### config.mk
export PLATFORM = sky130hd
export DESIGN_NAME = spi_audio_control_two
export DESIGN_NICKNAME = d
export VERILOG_FILES = /design/src/core/spi_audio_pkg.sv /design/src/core/spi_audio_control_two.sv
export SDC_FILE = /design/constraint.sdc
export NUM_CORES = 1
export LEC_CHECK = 0
export ABC_AREA = 1
export BUFFER_PORTS_ARGS = -buffer_cell sky130_fd_sc_hd__clkbuf_2
export CORE_MARGIN = 2
export CORE_UTILIZATION = 57
export CTS_CLUSTER_DIAMETER = 40
export DETAILED_ROUTE_END_ITERATION = 7
export GPL_TIMING_DRIVEN = 0
export HOLD_SLACK_MARGIN = 0.02
export PLACE_DENSITY_LB_ADDON = 0.15
export SYNTH_ARGS = -nofsm -noshare
export SYNTH_HDL_FRONTEND = slang
export SYNTH_SLANG_ARGS = --single-unit
### constraint.sdc
create_clock -name SYS_CLK_I -period 2.1 [get_ports SYS_CLK_I]
set_input_delay 0.315 -clock SYS_CLK_I [delete_from_list [all_inputs] [get_ports SYS_CLK_I]]
set_output_delay 0.315 -clock SYS_CLK_I [all_outputs]
set_load 0.01 [all_outputs]
### src/core/spi_audio_pkg.sv
package spi_audio_pkg;
	// Register bus shape
	localparam int unsigned ADDR_W     = 8;
	localparam int unsigned DATA_W     = 32;
	localparam int unsigned WORD_W_DEF = 16;

	// Register byte offsets
	localparam logic [7:0] OFS_CTRL_ONE = 8'h00;
	localparam logic [7:0] OFS_CTRL_TWO = 8'h04;
	localparam logic [7:0] OFS_STATUS   = 8'h08;
	localparam logic [7:0] OFS_MASK     = 8'h0c;
	localparam logic [7:0] OFS_TX       = 8'h10;
	localparam logic [7:0] OFS_RX       = 8'h14;

	// Control one field
	localparam int unsigned BIT_ON = 15;

	// Control two field positions
	localparam int unsigned BIT_SIGN_EXT = 15;
	localparam int unsigned BIT_FRM_EN   = 12;
	localparam int unsigned BIT_ROV_EN   = 11;
	localparam int unsigned BIT_TUR_EN   = 10;
	localparam int unsigned BIT_IGN_ROV  = 9;
	localparam int unsigned BIT_IGN_TUR  = 8;
	localparam int unsigned BIT_AUD_EN   = 7;
	localparam int unsigned BIT_MONO     = 3;
	localparam int unsigned BIT_FMT_LO   = 0;

	// Status and mask positions
	localparam int unsigned ST_FRM  = 0;
	localparam int unsigned ST_ROV  = 1;
	localparam int unsigned ST_TUR  = 2;
	localparam int unsigned ST_HALT = 3;
	localparam int unsigned EVT_W   = 3;

	// Audio framing choices
	typedef enum logic [1:0] {
		FMT_I2S   = 2'h0,
		FMT_LEFT  = 2'h1,
		FMT_RIGHT = 2'h2,
		FMT_PCM   = 2'h3
	} audio_fmt_e;

	// Second control register contents
	typedef struct packed {
		logic       rx_sign_extend;
		logic       frame_error_event_enable;
		logic       rx_overflow_event_enable;
		logic       tx_underrun_event_enable;
		logic       ignore_rx_overflow;
		logic       ignore_tx_underrun;
		logic       audio_protocol_enable;
		logic       audio_mono_select;
		audio_fmt_e audio_format_select;
	} ctrl_two_s;

	// Values after reset
	localparam ctrl_two_s        CTRL_TWO_RST = '0;
	localparam logic [EVT_W-1:0] STATUS_RST   = 3'h0;
	localparam logic [EVT_W-1:0] MASK_RST     = 3'h0;
endpackage

### src/core/spi_audio_control_two.sv
// What this block does
// RULE1: A set sign-extend bit makes receive reads sign extended, else zero filled.
// RULE2: A frame error raises an event only while its event enable is set.
// RULE3: A receive overflow raises an event only while its event enable is set.
// RULE4: A transmit underrun raises an event only while its event enable is set.
// RULE5: Ignored overflow keeps the held word; otherwise overflow stops the link.
// RULE6: Ignored underrun sends zeros; otherwise underrun stops the link.
// RULE7: The audio enable picks codec framing over plain serial framing.
// RULE8: Mono sends each transmit word on both left and right channels.
// RULE9: The format field picks standard, left, right or PCM framing.
// RULE10: Audio enable, mono and format accept writes only with the module off.
// RULE11: Mono and format act only while the audio enable is one.
// RULE12: Unimplemented bits read as zero and ignore writes.
// RULE13: An enabled error event holds the interrupt until its flag is cleared.
module spi_audio_control_two #(
	parameter int unsigned WORD_W = spi_audio_pkg::WORD_W_DEF
) (
	// Clock and reset
	input  wire logic                             SYS_CLK_I,
	input  wire logic                             RST_B_I,
	// Register port
	input  wire logic [spi_audio_pkg::ADDR_W-1:0] REG_ADDR_I,
	input  wire logic [spi_audio_pkg::DATA_W-1:0] REG_WDATA_I,
	input  wire logic                             REG_WR_I,
	input  wire logic                             REG_RD_I,
	output logic      [spi_audio_pkg::DATA_W-1:0] REG_RDATA_O,
	// Serial link
	input  wire logic                             SCK_I,
	input  wire logic                             FS_I,
	input  wire logic                             SDI_I,
	output logic                                  SDO_O,
	// Interrupt
	output logic                                  IRQ_O
);
	localparam int unsigned CNT_W = $clog2(WORD_W + 1);
	localparam int unsigned PAD_W = spi_audio_pkg::DATA_W - WORD_W;
	localparam logic [CNT_W-1:0] CNT_IDLE = CNT_W'(WORD_W);
	localparam logic [CNT_W-1:0] CNT_LAST = CNT_W'(WORD_W - 1);
	localparam logic [CNT_W-1:0] CNT_ZERO = '0;
	localparam logic [CNT_W-1:0] CNT_ONE  = CNT_W'(1);

	logic [2:0]                         s1_q;
	logic [2:0]                         s2_q;
	logic                               sck_last_q;
	logic                               fs_last_q;
	logic                               fs_sys_q;
	logic                               on_q;
	spi_audio_pkg::ctrl_two_s           ctl2_q;
	spi_audio_pkg::ctrl_two_s           ctl2_d;
	logic [spi_audio_pkg::EVT_W-1:0]    status_q;
	logic [spi_audio_pkg::EVT_W-1:0]    status_d;
	logic [spi_audio_pkg::EVT_W-1:0]    mask_q;
	logic [CNT_W-1:0]                   cnt_q;
	logic [CNT_W-1:0]                   cnt_d;
	logic [WORD_W-1:0]                  rx_shift_q;
	logic [WORD_W-1:0]                  rx_data_q;
	logic                               rx_full_q;
	logic [WORD_W-1:0]                  tx_buf_q;
	logic                               tx_full_q;
	logic [WORD_W-1:0]                  tx_shift_q;
	logic [WORD_W-1:0]                  tx_shift_d;
	logic [WORD_W-1:0]                  mono_word_q;
	logic                               loaded_q;
	logic                               right_q;
	logic                               halted_q;
	logic [spi_audio_pkg::DATA_W-1:0]   rdata_q;
	logic [spi_audio_pkg::DATA_W-1:0]   rd_val;

	// Address decode
	wire wr_ctl1 = REG_WR_I & (REG_ADDR_I == spi_audio_pkg::OFS_CTRL_ONE);
	wire wr_ctl2 = REG_WR_I & (REG_ADDR_I == spi_audio_pkg::OFS_CTRL_TWO);
	wire wr_mask = REG_WR_I & (REG_ADDR_I == spi_audio_pkg::OFS_MASK);
	wire wr_tx   = REG_WR_I & (REG_ADDR_I == spi_audio_pkg::OFS_TX);
	wire rd_stat = REG_RD_I & (REG_ADDR_I == spi_audio_pkg::OFS_STATUS);
	wire rd_rx   = REG_RD_I & (REG_ADDR_I == spi_audio_pkg::OFS_RX);

	// Synchronised link pins and their edges
	wire s_sck    = s2_q[2];
	wire s_fs     = s2_q[1];
	wire s_sdi    = s2_q[0];
	wire sck_rise = s_sck & ~sck_last_q;
	wire sck_fall = ~s_sck & sck_last_q;

	// Effective modes
	wire aud_en   = ctl2_q.audio_protocol_enable;                 // [RULE7]
	wire eff_mono = aud_en & ctl2_q.audio_mono_select;            // [RULE11]
	wire eff_pcm  = aud_en & (ctl2_q.audio_format_select ==
		spi_audio_pkg::FMT_PCM);                                    // [RULE9]
	wire eff_dly  = aud_en & (ctl2_q.audio_format_select ==
		spi_audio_pkg::FMT_I2S);                                    // [RULE9]
	wire run      = on_q & ~halted_q;

	// Word framing
	wire fs_edge  = eff_pcm ? (s_fs & ~fs_last_q) : (s_fs ^ fs_last_q);
	wire desel    = ~aud_en & s_fs;
	wire start    = aud_en ? fs_edge : (~s_fs & (cnt_q == CNT_IDLE));
	wire busy     = (cnt_q != CNT_IDLE) & (cnt_q != CNT_ZERO);
	wire last_bit = (cnt_q == CNT_LAST);
	wire dly_end  = eff_dly & last_bit; // Delayed last bit meets next edge
	wire frame_ev = run & busy & ((aud_en & sck_rise & fs_edge &
		~dly_end) | (~aud_en & s_fs & ~fs_sys_q));            // [RULE2]
	wire shift_in = run & sck_rise & ~desel &
		(start ? (~eff_dly | last_bit) : (cnt_q < CNT_IDLE)); // [RULE9]
	wire word_done = shift_in & (~start | eff_dly) & last_bit;
	wire [WORD_W-1:0] rx_next = {rx_shift_q[WORD_W-2:0], s_sdi};

	// Receive overflow and transmit load
	wire rov_cond = word_done & rx_full_q;
	wire rx_store = word_done & ~rx_full_q;                       // [RULE5]
	wire slot_gap = (cnt_q == CNT_IDLE) | (cnt_q == CNT_ZERO);
	wire load     = run & sck_fall & slot_gap & ~loaded_q;
	wire mono_rep = load & eff_mono & right_q;                    // [RULE8]
	wire take     = load & ~mono_rep;
	wire tur_cond = take & ~tx_full_q;
	wire shift_out = run & sck_fall & busy;

	// Events gated by their enables
	wire [spi_audio_pkg::EVT_W-1:0] evt = {
		tur_cond & ctl2_q.tx_underrun_event_enable,                // [RULE4]
		rov_cond & ctl2_q.rx_overflow_event_enable,                // [RULE3]
		frame_ev & ctl2_q.frame_error_event_enable                 // [RULE2]
	};
	wire stop_ev = (rov_cond & ~ctl2_q.ignore_rx_overflow) |      // [RULE5]
		(tur_cond & ~ctl2_q.ignore_tx_underrun);                    // [RULE6]

	// Receive word as read back
	wire [PAD_W-1:0] rx_pad = ctl2_q.rx_sign_extend ?
		{PAD_W{rx_data_q[WORD_W-1]}} : {PAD_W{1'b0}};               // [RULE1]

	// Second control register next value
	always_comb begin
		ctl2_d = ctl2_q;
		if (wr_ctl2) begin
			ctl2_d.rx_sign_extend = REG_WDATA_I[spi_audio_pkg::BIT_SIGN_EXT];
			ctl2_d.frame_error_event_enable =
				REG_WDATA_I[spi_audio_pkg::BIT_FRM_EN];
			ctl2_d.rx_overflow_event_enable =
				REG_WDATA_I[spi_audio_pkg::BIT_ROV_EN];
			ctl2_d.tx_underrun_event_enable =
				REG_WDATA_I[spi_audio_pkg::BIT_TUR_EN];
			ctl2_d.ignore_rx_overflow = REG_WDATA_I[spi_audio_pkg::BIT_IGN_ROV];
			ctl2_d.ignore_tx_underrun = REG_WDATA_I[spi_audio_pkg::BIT_IGN_TUR];
			if (!on_q) begin // [RULE10]
				ctl2_d.audio_protocol_enable =
					REG_WDATA_I[spi_audio_pkg::BIT_AUD_EN];
				ctl2_d.audio_mono_select = REG_WDATA_I[spi_audio_pkg::BIT_MONO];
				ctl2_d.audio_format_select = spi_audio_pkg::audio_fmt_e'(
					REG_WDATA_I[spi_audio_pkg::BIT_FMT_LO +: 2]);
			end
		end
	end

	// Read data select, unused bits zero
	always_comb begin
		rd_val = '0; // [RULE12]
		unique case (REG_ADDR_I)
			spi_audio_pkg::OFS_CTRL_ONE: rd_val[spi_audio_pkg::BIT_ON] = on_q;
			spi_audio_pkg::OFS_CTRL_TWO: begin
				rd_val[spi_audio_pkg::BIT_SIGN_EXT] = ctl2_q.rx_sign_extend;
				rd_val[spi_audio_pkg::BIT_FRM_EN] =
					ctl2_q.frame_error_event_enable;
				rd_val[spi_audio_pkg::BIT_ROV_EN] =
					ctl2_q.rx_overflow_event_enable;
				rd_val[spi_audio_pkg::BIT_TUR_EN] =
					ctl2_q.tx_underrun_event_enable;
				rd_val[spi_audio_pkg::BIT_IGN_ROV] = ctl2_q.ignore_rx_overflow;
				rd_val[spi_audio_pkg::BIT_IGN_TUR] = ctl2_q.ignore_tx_underrun;
				rd_val[spi_audio_pkg::BIT_AUD_EN] = aud_en;
				rd_val[spi_audio_pkg::BIT_MONO] = ctl2_q.audio_mono_select;
				rd_val[spi_audio_pkg::BIT_FMT_LO +: 2] =
					ctl2_q.audio_format_select;
			end
			spi_audio_pkg::OFS_STATUS: begin
				rd_val[spi_audio_pkg::EVT_W-1:0] = status_q;
				rd_val[spi_audio_pkg::ST_HALT] = halted_q;
			end
			spi_audio_pkg::OFS_MASK: rd_val[spi_audio_pkg::EVT_W-1:0] = mask_q;
			spi_audio_pkg::OFS_RX:   rd_val = {rx_pad, rx_data_q}; // [RULE1]
			default:                 rd_val = '0;
		endcase
	end

	// Bit counter next value
	always_comb begin
		cnt_d = cnt_q;
		if (!run || desel) begin
			cnt_d = CNT_IDLE;
		end else if (sck_rise && start) begin
			cnt_d = eff_dly ? CNT_ZERO : CNT_ONE; // [RULE9]
		end else if (shift_in) begin
			cnt_d = cnt_q + CNT_ONE;
		end
	end

	// Transmit shifter next value
	always_comb begin
		tx_shift_d = tx_shift_q;
		if (!run) begin
			tx_shift_d = '0;
		end else if (mono_rep) begin
			tx_shift_d = mono_word_q; // [RULE8]
		end else if (take) begin
			tx_shift_d = tx_full_q ? tx_buf_q : '0; // [RULE6]
		end else if (shift_out) begin
			tx_shift_d = {tx_shift_q[WORD_W-2:0], 1'b0};
		end
	end

	// Sticky flags, set wins over read clear
	assign status_d = evt | (status_q & ~{spi_audio_pkg::EVT_W{rd_stat}});
	assign IRQ_O = |(status_q & mask_q); // [RULE13]
	assign REG_RDATA_O = rdata_q;
	assign SDO_O = tx_shift_q[WORD_W-1];

	// Pin synchronisers and edge history
	always_ff @(posedge SYS_CLK_I) begin
		if (!RST_B_I) begin
			s1_q       <= 3'h0;
			s2_q       <= 3'h0;
			sck_last_q <= 1'b0;
			fs_sys_q   <= 1'b0;
		end else begin
			s1_q       <= {SCK_I, FS_I, SDI_I};
			s2_q       <= s1_q;
			sck_last_q <= s_sck;
			fs_sys_q   <= s_fs;
		end
	end

	// Software registers
	always_ff @(posedge SYS_CLK_I) begin
		if (!RST_B_I) begin
			on_q     <= 1'b0;
			ctl2_q   <= spi_audio_pkg::CTRL_TWO_RST;
			status_q <= spi_audio_pkg::STATUS_RST;
			mask_q   <= spi_audio_pkg::MASK_RST;
			rdata_q  <= '0;
		end else begin
			if (wr_ctl1) on_q <= REG_WDATA_I[spi_audio_pkg::BIT_ON];
			if (wr_mask) mask_q <= REG_WDATA_I[spi_audio_pkg::EVT_W-1:0];
			ctl2_q   <= ctl2_d;
			status_q <= status_d; // [RULE13]
			rdata_q  <= REG_RD_I ? rd_val : '0;
		end
	end

	// Receive path
	always_ff @(posedge SYS_CLK_I) begin
		if (!RST_B_I) begin
			cnt_q      <= CNT_IDLE;
			fs_last_q  <= 1'b0;
			rx_shift_q <= '0;
			rx_data_q  <= '0;
			rx_full_q  <= 1'b0;
			halted_q   <= 1'b0;
		end else begin
			cnt_q <= cnt_d;
			if (sck_rise) fs_last_q <= s_fs;
			if (shift_in) rx_shift_q <= rx_next;
			if (rx_store) rx_data_q <= rx_next;
			rx_full_q <= rx_store | (rx_full_q & ~rd_rx);
			halted_q  <= on_q & (halted_q | stop_ev); // [RULE5] [RULE6]
		end
	end

	// Transmit path
	always_ff @(posedge SYS_CLK_I) begin
		if (!RST_B_I) begin
			tx_buf_q    <= '0;
			tx_full_q   <= 1'b0;
			tx_shift_q  <= '0;
			mono_word_q <= '0;
			loaded_q    <= 1'b0;
			right_q     <= 1'b0;
		end else begin
			if (wr_tx) tx_buf_q <= REG_WDATA_I[WORD_W-1:0];
			tx_full_q  <= wr_tx | (tx_full_q & ~take);
			tx_shift_q <= tx_shift_d;
			if (take) mono_word_q <= tx_full_q ? tx_buf_q : '0;
			loaded_q <= run & (load | (loaded_q & slot_gap));
			right_q  <= run & aud_en & (right_q ^ load);
		end
	end
endmodule

==> implementation parameters, run 1 <==
Parameter                              Value

Cells and area
  Sequential cell area ... 2643 um2
  Layout cells sized above 1 ... 17.46%
  Multi-input combinational cell area ... 2312 um2
  Fillers ... 794
  Antenna diode count ... 0
  Area Overhead vs Synth ... 20.48%
  Number of nets in the layout ... 920
  Non-Filler Cell Area, Final ... 6764 um2

Yosys
  Number of synthesized flops with an enable pin ... 0
  Synth cell types ... 35
  Post-synthesis net count ... 829
  Most area-hungry cell type in the Yosys netlist ... sky130_fd_sc_hd__dfxtp_1
  Most frequent cells after synthesis ... sky130_fd_sc_hd__nand2_1, sky130_fd_sc_hd__dfxtp_1, sky130_fd_sc_hd__nor2_1, sky130_fd_sc_hd__inv_1, sky130_fd_sc_hd__a21oi_1
  Yosys warns ... 0
  Ys async rst share ... 0%
  Post-synthesis sequential area ratio ... 47.07%
  Most frequent cell after synthesis ... sky130_fd_sc_hd__nand2_1
  Cell types with the largest area share after synthesis ... sky130_fd_sc_hd__dfxtp_1, sky130_fd_sc_hd__nand2_1, sky130_fd_sc_hd__a21oi_1, sky130_fd_sc_hd__nor2_1, sky130_fd_sc_hd__nand3_1
  Post-Synthesis Mean Instance Area ... 7.216 um2
  Combined area of all synthesized cells ... 5614 um2
  Number of register bits inferred by synthesis ... 132
  Synth top area share ... 47.07%
  Gate Count Post-Synth ... 778
  Dominant synthesized flop cell ... sky130_fd_sc_hd__dfxtp_1

Die
  Initial core utilization ... 57.97%
  Floorplan core area ... 9684 um2
  # rows ... 36
  IO Pins ... 81
  Die Wd ... 103.2 um
  Die height ... 103.2 um
  Die Area ... 10,660 um2

Timing
  Share of the clock period used by the worst path after layout ... 90.85%
  Final number of max-transition violations ... 0
  Max Fclk ... 0.5241 GHz
  Setup TNS ... 0 ps
  Setup-failing EPs final ... 0
  Transition time of the tightest slew-check pin ... 615.1 ps
  Final critical delay including setup and external delays ... 1908 ps
  Relative slew slack ... 59.00%
  Unrepaired setup endpoints after global routing ... no
  Setup slack after layout ... 192.1 ps
  Hold Slack ... 25.64 ps
  Endpoints failing hold ... 0
  Largest clock skew in the final design ... 9.904 ps

Route
  Remaining routing DRC violations ... 0
  Detailed router's first-iteration violation count ... 383
  Number of vias after detailed routing ... 5,298
  Post-DR vias/cell ... 5.220
  Total wirelength of the detailed-routed design ... 14.11 mm
  First-pass iteration count of the detailed router ... 6
  Routed Antenna Nets ... 0
  Routed WL per cell ... 13.90 um

CTS
  TritonCTS clock tree ... yes
  Num CTS Buffers ... 17
  Clock root buffer ... sky130_fd_sc_hd__clkbuf_8
  Clock latency on the worst-skew pair ... 530 ps
  CTS max path bufs ... 2
  CTS clock-pin slew for the worst setup and hold paths ... 60 ps
  Sink count of the clock tree ... 132
  Maximum level of the CTS H-tree ... 4

Global routing
  Grt ovf ... 0
  Most crowded layer after global routing ... met2
  Global routing met3 resource utilization ... 6.922%
  GRT Overall Usage ... 28.43%
  Largest net degree at the start of global routing ... 17
  First-pass GRT wire length ... 23.16 mm
  Vias in the first global route ... 4,940
  Met2 Use GR ... 45.60%
  Number of antenna violations at the first check in global routing ... 0
  Met1 Usage GRT ... 37.60%

Critical path
  Type of element launching the critical path ... flip-flop
  Reg-to-reg slack, setup ... 190 ps
  Largest driver fanout on the critical path ... 10
  Setup crit end kind ... flip-flop
  CP Class ... flip-flop to flip-flop
  Endpoint arrival time on the critical path ... 2370 ps
  Required time of the worst setup path ... 2560 ps

Outcome
  Result of the run ... completed

Run
  Max-capacitance violation count ... 0

Worst hold path
  Worst hold path class ... primary input to flip-flop

Placed design
  Cell area reported after detailed placement ... 6096 um2
  Pre-CTS setup slack ... 88.88 ps
  Final weighted congestion in routability-driven placement ... 0.9091
  Half-perimeter wire length of the detailed placement result ... 9.989 mm
  Port bufs ... 63

Power
  Leak pwr ... 0.002970 uW
  Maximum ir drop on the vdd rail ... 0.0005277 V
  Pwr Density ... 820.7 nW/um2
  Total power ... 5551 uW
## power breakdown
part           switching (uW)  leakage, uW  total [uW]  internal (uW)
sequential               4.37      0.00106        2520           2510
clock                    1110     0.000283        2890           1780
combinational            90.3      0.00162         141           50.6
total                    1210      0.00297        5550           4340
## timing repair
action | CTS | global route
gates resized for setup | 0 | 1
setup buffers | 0 | 3
setup endpoints to repair | 0 | 20
endpoints found under the hold margin | 6 | 0
hold buffers | 6 | 0
## worst paths after layout
| kind | cells past startpoint | start | to |
|---|---|---|---|
| hold / removal | 3 | REG_WDATA_I[14] | tx_buf_q[14] |
| setup / recovery | 13 | cnt_q[0] | halted_q |
| hold reg to reg | 2 | s1_q[2] | s2_q[2] |
| setup reg to reg | 13 | cnt_q[0] | halted_q |
## logic make-up after synthesis
family                     synth area share (%)
and+or+nand+nor                           25.41
adders and majority gates                0.8915
DFF                                       47.07
AOI/OAI and AO/OA                         14.89
buffers and inverters                     11.74
## metrics by stage
stage / utilization, % / cells
3_3_place_gp: 62.95 / 974
3_5_place_dp: 62.95 / 974
6_report: 69.85 / 1015
2_1_floorplan: - / 778
5_1_grt: 69.85 / 1015
4_1_cts: 69.60 / 1012
## layout by cell type, fill, tap and decap left out, types with 2 or more instances in the layout
cell type,Yosys,final
sky130_fd_sc_hd__a211oi_1,2,2
sky130_fd_sc_hd__a21oi_1,82,82
sky130_fd_sc_hd__buf_1,5,4
sky130_fd_sc_hd__buf_2,7,7
sky130_fd_sc_hd__buf_4,17,20
sky130_fd_sc_hd__buf_6,3,3
sky130_fd_sc_hd__bufinv_16,0,2
sky130_fd_sc_hd__clkbuf_1,17,17
sky130_fd_sc_hd__clkbuf_16,0,16
sky130_fd_sc_hd__clkbuf_2,1,65
sky130_fd_sc_hd__clkbuf_8,0,4
sky130_fd_sc_hd__clkinv_2,0,4
sky130_fd_sc_hd__clkinv_4,0,2
sky130_fd_sc_hd__clkinvlp_4,0,3
sky130_fd_sc_hd__dfxtp_1,132,132
sky130_fd_sc_hd__dlygate4sd3_1,0,6
sky130_fd_sc_hd__ha_1,4,4
sky130_fd_sc_hd__inv_1,91,91
sky130_fd_sc_hd__inv_2,8,8
sky130_fd_sc_hd__nand2_1,140,140
sky130_fd_sc_hd__nand2_2,3,3
sky130_fd_sc_hd__nand3_1,70,70
sky130_fd_sc_hd__nor2_1,103,103
sky130_fd_sc_hd__nor2_2,5,5
sky130_fd_sc_hd__nor2_4,2,2
sky130_fd_sc_hd__nor3_1,2,2
sky130_fd_sc_hd__o211ai_1,7,7
sky130_fd_sc_hd__o21ai_0,55,55
sky130_fd_sc_hd__o21ai_1,2,2
sky130_fd_sc_hd__o32ai_1,4,4
sky130_fd_sc_hd__or2_2,5,5
## critical path, cell delays in order, from the launching register on
cell,delay [ps]
sky130_fd_sc_hd__dfxtp_1,350
sky130_fd_sc_hd__inv_1,90
sky130_fd_sc_hd__ha_1,220
sky130_fd_sc_hd__nand2_1,80
sky130_fd_sc_hd__nor2_2,50
sky130_fd_sc_hd__nand2_1,80
sky130_fd_sc_hd__nand2_1,110
sky130_fd_sc_hd__nand2_1,80
sky130_fd_sc_hd__nand2_1,80
sky130_fd_sc_hd__nor2_4,210
sky130_fd_sc_hd__buf_4,150
sky130_fd_sc_hd__buf_6,130
sky130_fd_sc_hd__nand3_1,80
sky130_fd_sc_hd__a21oi_1,130
## flip-flops by register name (all words and copies together), names as in the netlist, 3 cells and up
signal / flops
rx_data_q: 16
mask_q: 3
rx_shift_q: 15
cnt_q: 5
tx_shift_q: 16
REG_RDATA_O: 17
mono_word_q: 16
tx_buf_q: 16
status_q: 3
s2_q: 3
s1_q: 3
ctl2_q: 9
## layout make-up
type | count | share of cell area, %
repair buffers | 72 | 5.882
plain buffers | 50 | 4.218
well taps | 133 | 2.460
multi-input cells | 496 | 34.18
clock inverters | 12 | 1.905
inverters | 100 | 5.549
clock buffers | 20 | 6.733
flip-flops and latches | 132 | 39.07
## layer usage
layer  routed length [um]  vias up  share of wire [%]
li1                     -     2663                  -
met1                 6148     2412                 44
met2                 6450      198                 46
met3                 1261       25                8.9
met4                  248        0                1.8
met5                    0        -                  0
Power figures use the tool's default switching activity.
==> inputs of run 2 (changes only) <==
- CORE_UTILIZATION: 57 -> 25
==> run 2 against run 1 <==
Power is 6.0% higher. Sequential power about the same. Die area up 120%. Clock skew is 4.4 ps lower. First-iteration DRC count shrank 11%. Hold slack better by 43 ps. Wire length is 13% higher. Critical path depth down 1. Via count is 6.3% lower. Combinational power is 6% lower. Global-route usage fell by 14 points. Sequential share of layout area down 0.97 points. Critical path type unchanged.
==> implementation parameters, run 2 (synthesis gave the netlist of run 1 again) <==
Parameter                              Value

Critical path
  FF-to-FF path depth ... 12
  Endpoint arrival time on the critical path ... 2220 ps
  Critical path, cell by cell ... inv_1 > ha_1 > nand2_1 > nor2_2 > nand2_1 > nand3_1 > nand2_2 > nor2_4 > buf_4 > nand3_1 > nand2_1 > nor2_1
  CP Class ... flip-flop to flip-flop
  Largest driver fanout on the critical path ... 10
  Worst path slowest cell ... sky130_fd_sc_hd__dfxtp_1
  Crit path top cell by count ... sky130_fd_sc_hd__nand2_1
  Type of element launching the critical path ... flip-flop
  Termination of the worst setup path ... rx_data_q[0]
  Reg-to-reg slack, setup ... 210 ps
  Crit path launch ... cnt_q[0]
  Critical R2R Capture ... rx_data_q[0]
  Required time of the worst setup path ... 2420 ps
  Setup crit end kind ... flip-flop
  Critical path's largest stage delay ... 320 ps
  Launch point of the worst reg-to-reg path ... cnt_q[0]

Timing
  Setup-failing EPs final ... 0
  Setup TNS ... 0 ps
  Max Fclk ... 0.5286 GHz
  Final critical delay including setup and external delays ... 1892 ps
  Unrepaired setup endpoints after global routing ... yes
  Endpoints failing hold ... 0
  Final number of max-transition violations ... 0
  Relative slew slack ... 60.80%
  Share of the clock period used by the worst path after layout ... 90.09%
  Largest clock skew in the final design ... 5.510 ps
  Transition time of the tightest slew-check pin ... 588.0 ps

Die
  Die Wd ... 153.9 um
  Die height ... 153.9 um
  IO Pins ... 81
  Initial core utilization ... 25.57%
  Die Area ... 23,670 um2
  Floorplan core area ... 21,960 um2
  # rows ... 54

Power
  Int Pwr ... 4589 uW
  Leak pwr ... 0.002962 uW
  Pwr Density ... 848.2 nW/um2
  Maximum ir drop on the vdd rail ... 0.0005035 V
  Proportion of power drawn by flip-flops and latches ... 42.8%
  Power share of the clock group ... 55.0%
  Gate power share ... 2.3%
  Switching share of power ... 22.05%
  Net switching power of the design ... 1298 uW

Global routing
  First-pass GRT wire length ... 26.03 mm
  Vias in the first global route ... 4,763
  GRT Overall Usage ... 14.22%
  Number of antenna violations at the first check in global routing ... 0
  Largest net degree at the start of global routing ... 17
  Grt ovf ... 0

Cells and area
  Layout cells sized above 1 ... 17.51%
  Antenna diode count ... 0
  Most frequent standard cell in the layout excluding fill and tap cells ... sky130_fd_sc_hd__nand2_1
  Number of nets in the layout ... 912
  Commonest cells after routing, fill and taps aside ... sky130_fd_sc_hd__nand2_1, sky130_fd_sc_hd__dfxtp_1, sky130_fd_sc_hd__nor2_1
  Fin cells ... 1,154
  Max FFs per register ... 17
  Area Overhead vs Synth ... 23.62%

Route
  Number of vias after detailed routing ... 4,965
  Routed met2 length ... 6.649 mm
  Post-DR vias/cell ... 4.302
  Detailed router's first-iteration violation count ... 340
  Routed Antenna Nets ... 0
  Met3 wirelength from detailed routing ... 670 um
  First-pass iteration count of the detailed router ... 5
  Total wirelength of the detailed-routed design ... 15.98 mm
  Remaining routing DRC violations ... 0
  Routed metal-1 wire length ... 8.376 mm
  Routed WL per cell ... 13.85 um
  Highest metal layer with signal wires ... met4

Worst hold path
  Beginning of the worst hold path ... FS_I
  Worst hold path class ... primary input to flip-flop

CTS
  TritonCTS clock tree ... yes
  Sink count of the clock tree ... 132
  Total of hold buffers inserted after clock tree synthesis ... 0
  Maximum level of the CTS H-tree ... 4
  Clock latency on the worst-skew pair ... 430 ps
  CTS max path bufs ... 2
  CTS clock-pin slew for the worst setup and hold paths ... 60 ps
  Num CTS Buffers ... 17
  Clock root buffer ... sky130_fd_sc_hd__clkbuf_16

Placed design
  Cell Count Post-Placement ... 1,121
  Port bufs ... 63
  Half-perimeter wire length of the detailed placement result ... 11.89 mm
  Final weighted congestion in routability-driven placement ... 0.7644

Outcome
  Result of the run ... completed

Run
  Max-capacitance violation count ... 0
[run 2: cell count changes in the layout (fill, tap and decap cells not counted), moves of 2 or more]
cell                            before  now
sky130_fd_sc_hd__dlygate4sd3_1       6    0
sky130_fd_sc_hd__clkbuf_8            4    1
sky130_fd_sc_hd__clkinv_2            4    1
sky130_fd_sc_hd__buf_4              20   18
sky130_fd_sc_hd__bufinv_16           2    4
sky130_fd_sc_hd__clkinv_4            2    4
sky130_fd_sc_hd__inv_6               1    3
[run 2: what timing repair did]
| item | 4_1_cts | 5_1_grt |
|---|---|---|
| setup buffers | 0 | 1 |
| endpoints found under the setup margin | 0 | 20 |
| hold endpoints to repair | 0 | 0 |
| resized for setup | 0 | 4 |
[run 2: power by group through the flow]
stage          clock network, uW  registers, uW  logic, uW
4_1_cts                     3300           2520        136
5_1_grt                     3440           2520        152
3_5_place_dp                   0           2570        135
3_3_place_gp                   0           2570        136
2_1_floorplan                  0           2570       68.6
6_report                    3240           2520        133
[run 2: how the worst min path moves through the flow]
stage,endpoint,slack [ps],depth (start not counted)
floorplan,s2_q[0],390,2
global placement,s2_q[2],400,2
detailed placement,s2_q[0],410,2
CTS,s1_q[1],60,3
global route,s1_q[1],60,3
finish,s1_q[1],70,3
[run 2: stage by stage]
| step | setup slack (ps) | hold slack [ps] | power (uW) | instance area [um2] | utilization, % |
|---|---|---|---|---|---|
| after floorplan | 473.2 | 390.5 | 2640 | 5614 | - |
| after global placement | 105.4 | 400.1 | 2709 | 6280 | 28.60 |
| after detailed placement | 57.32 | 406.7 | 2708 | 6280 | 28.60 |
| after CTS | 50.71 | 56.21 | 5953 | 6920 | 31.52 |
| after global routing | -13.86 | 56.30 | 6107 | 6940 | 31.61 |
| final | 208.1 | 68.42 | 5887 | 6940 | 31.61 |
[run 2: per-layer routing]
metal  GRT usage, %  up-vias
met5              0        -
met4          5.607        0
met3          3.495       18
met2          20.66       96
met1          20.19     2210
li1               -     2641
[run 2: critical path, delay by kind of cell (launching register included)]
family / cells / cell delay [ps]
AND/OR/NAND/NOR: 9 / 1000
adder cells (fa/ha/maj): 1 / 190
buffers and inverters: 2 / 300
flip-flops: 1 / 320
[run 2: area by class of cell]
type / count / area [um2]
Buffer: 50 / 287.8
Clock buffer: 18 / 439.2
Clock inverter: 14 / 201.4
Fill cell: 2407 / 15020
Inverter: 100 / 375.4
Multi-Input combinational cell: 496 / 2320
Sequential cell: 132 / 2644
Tap cell: 280 / 350.3
Timing Repair Buffer: 64 / 322.8
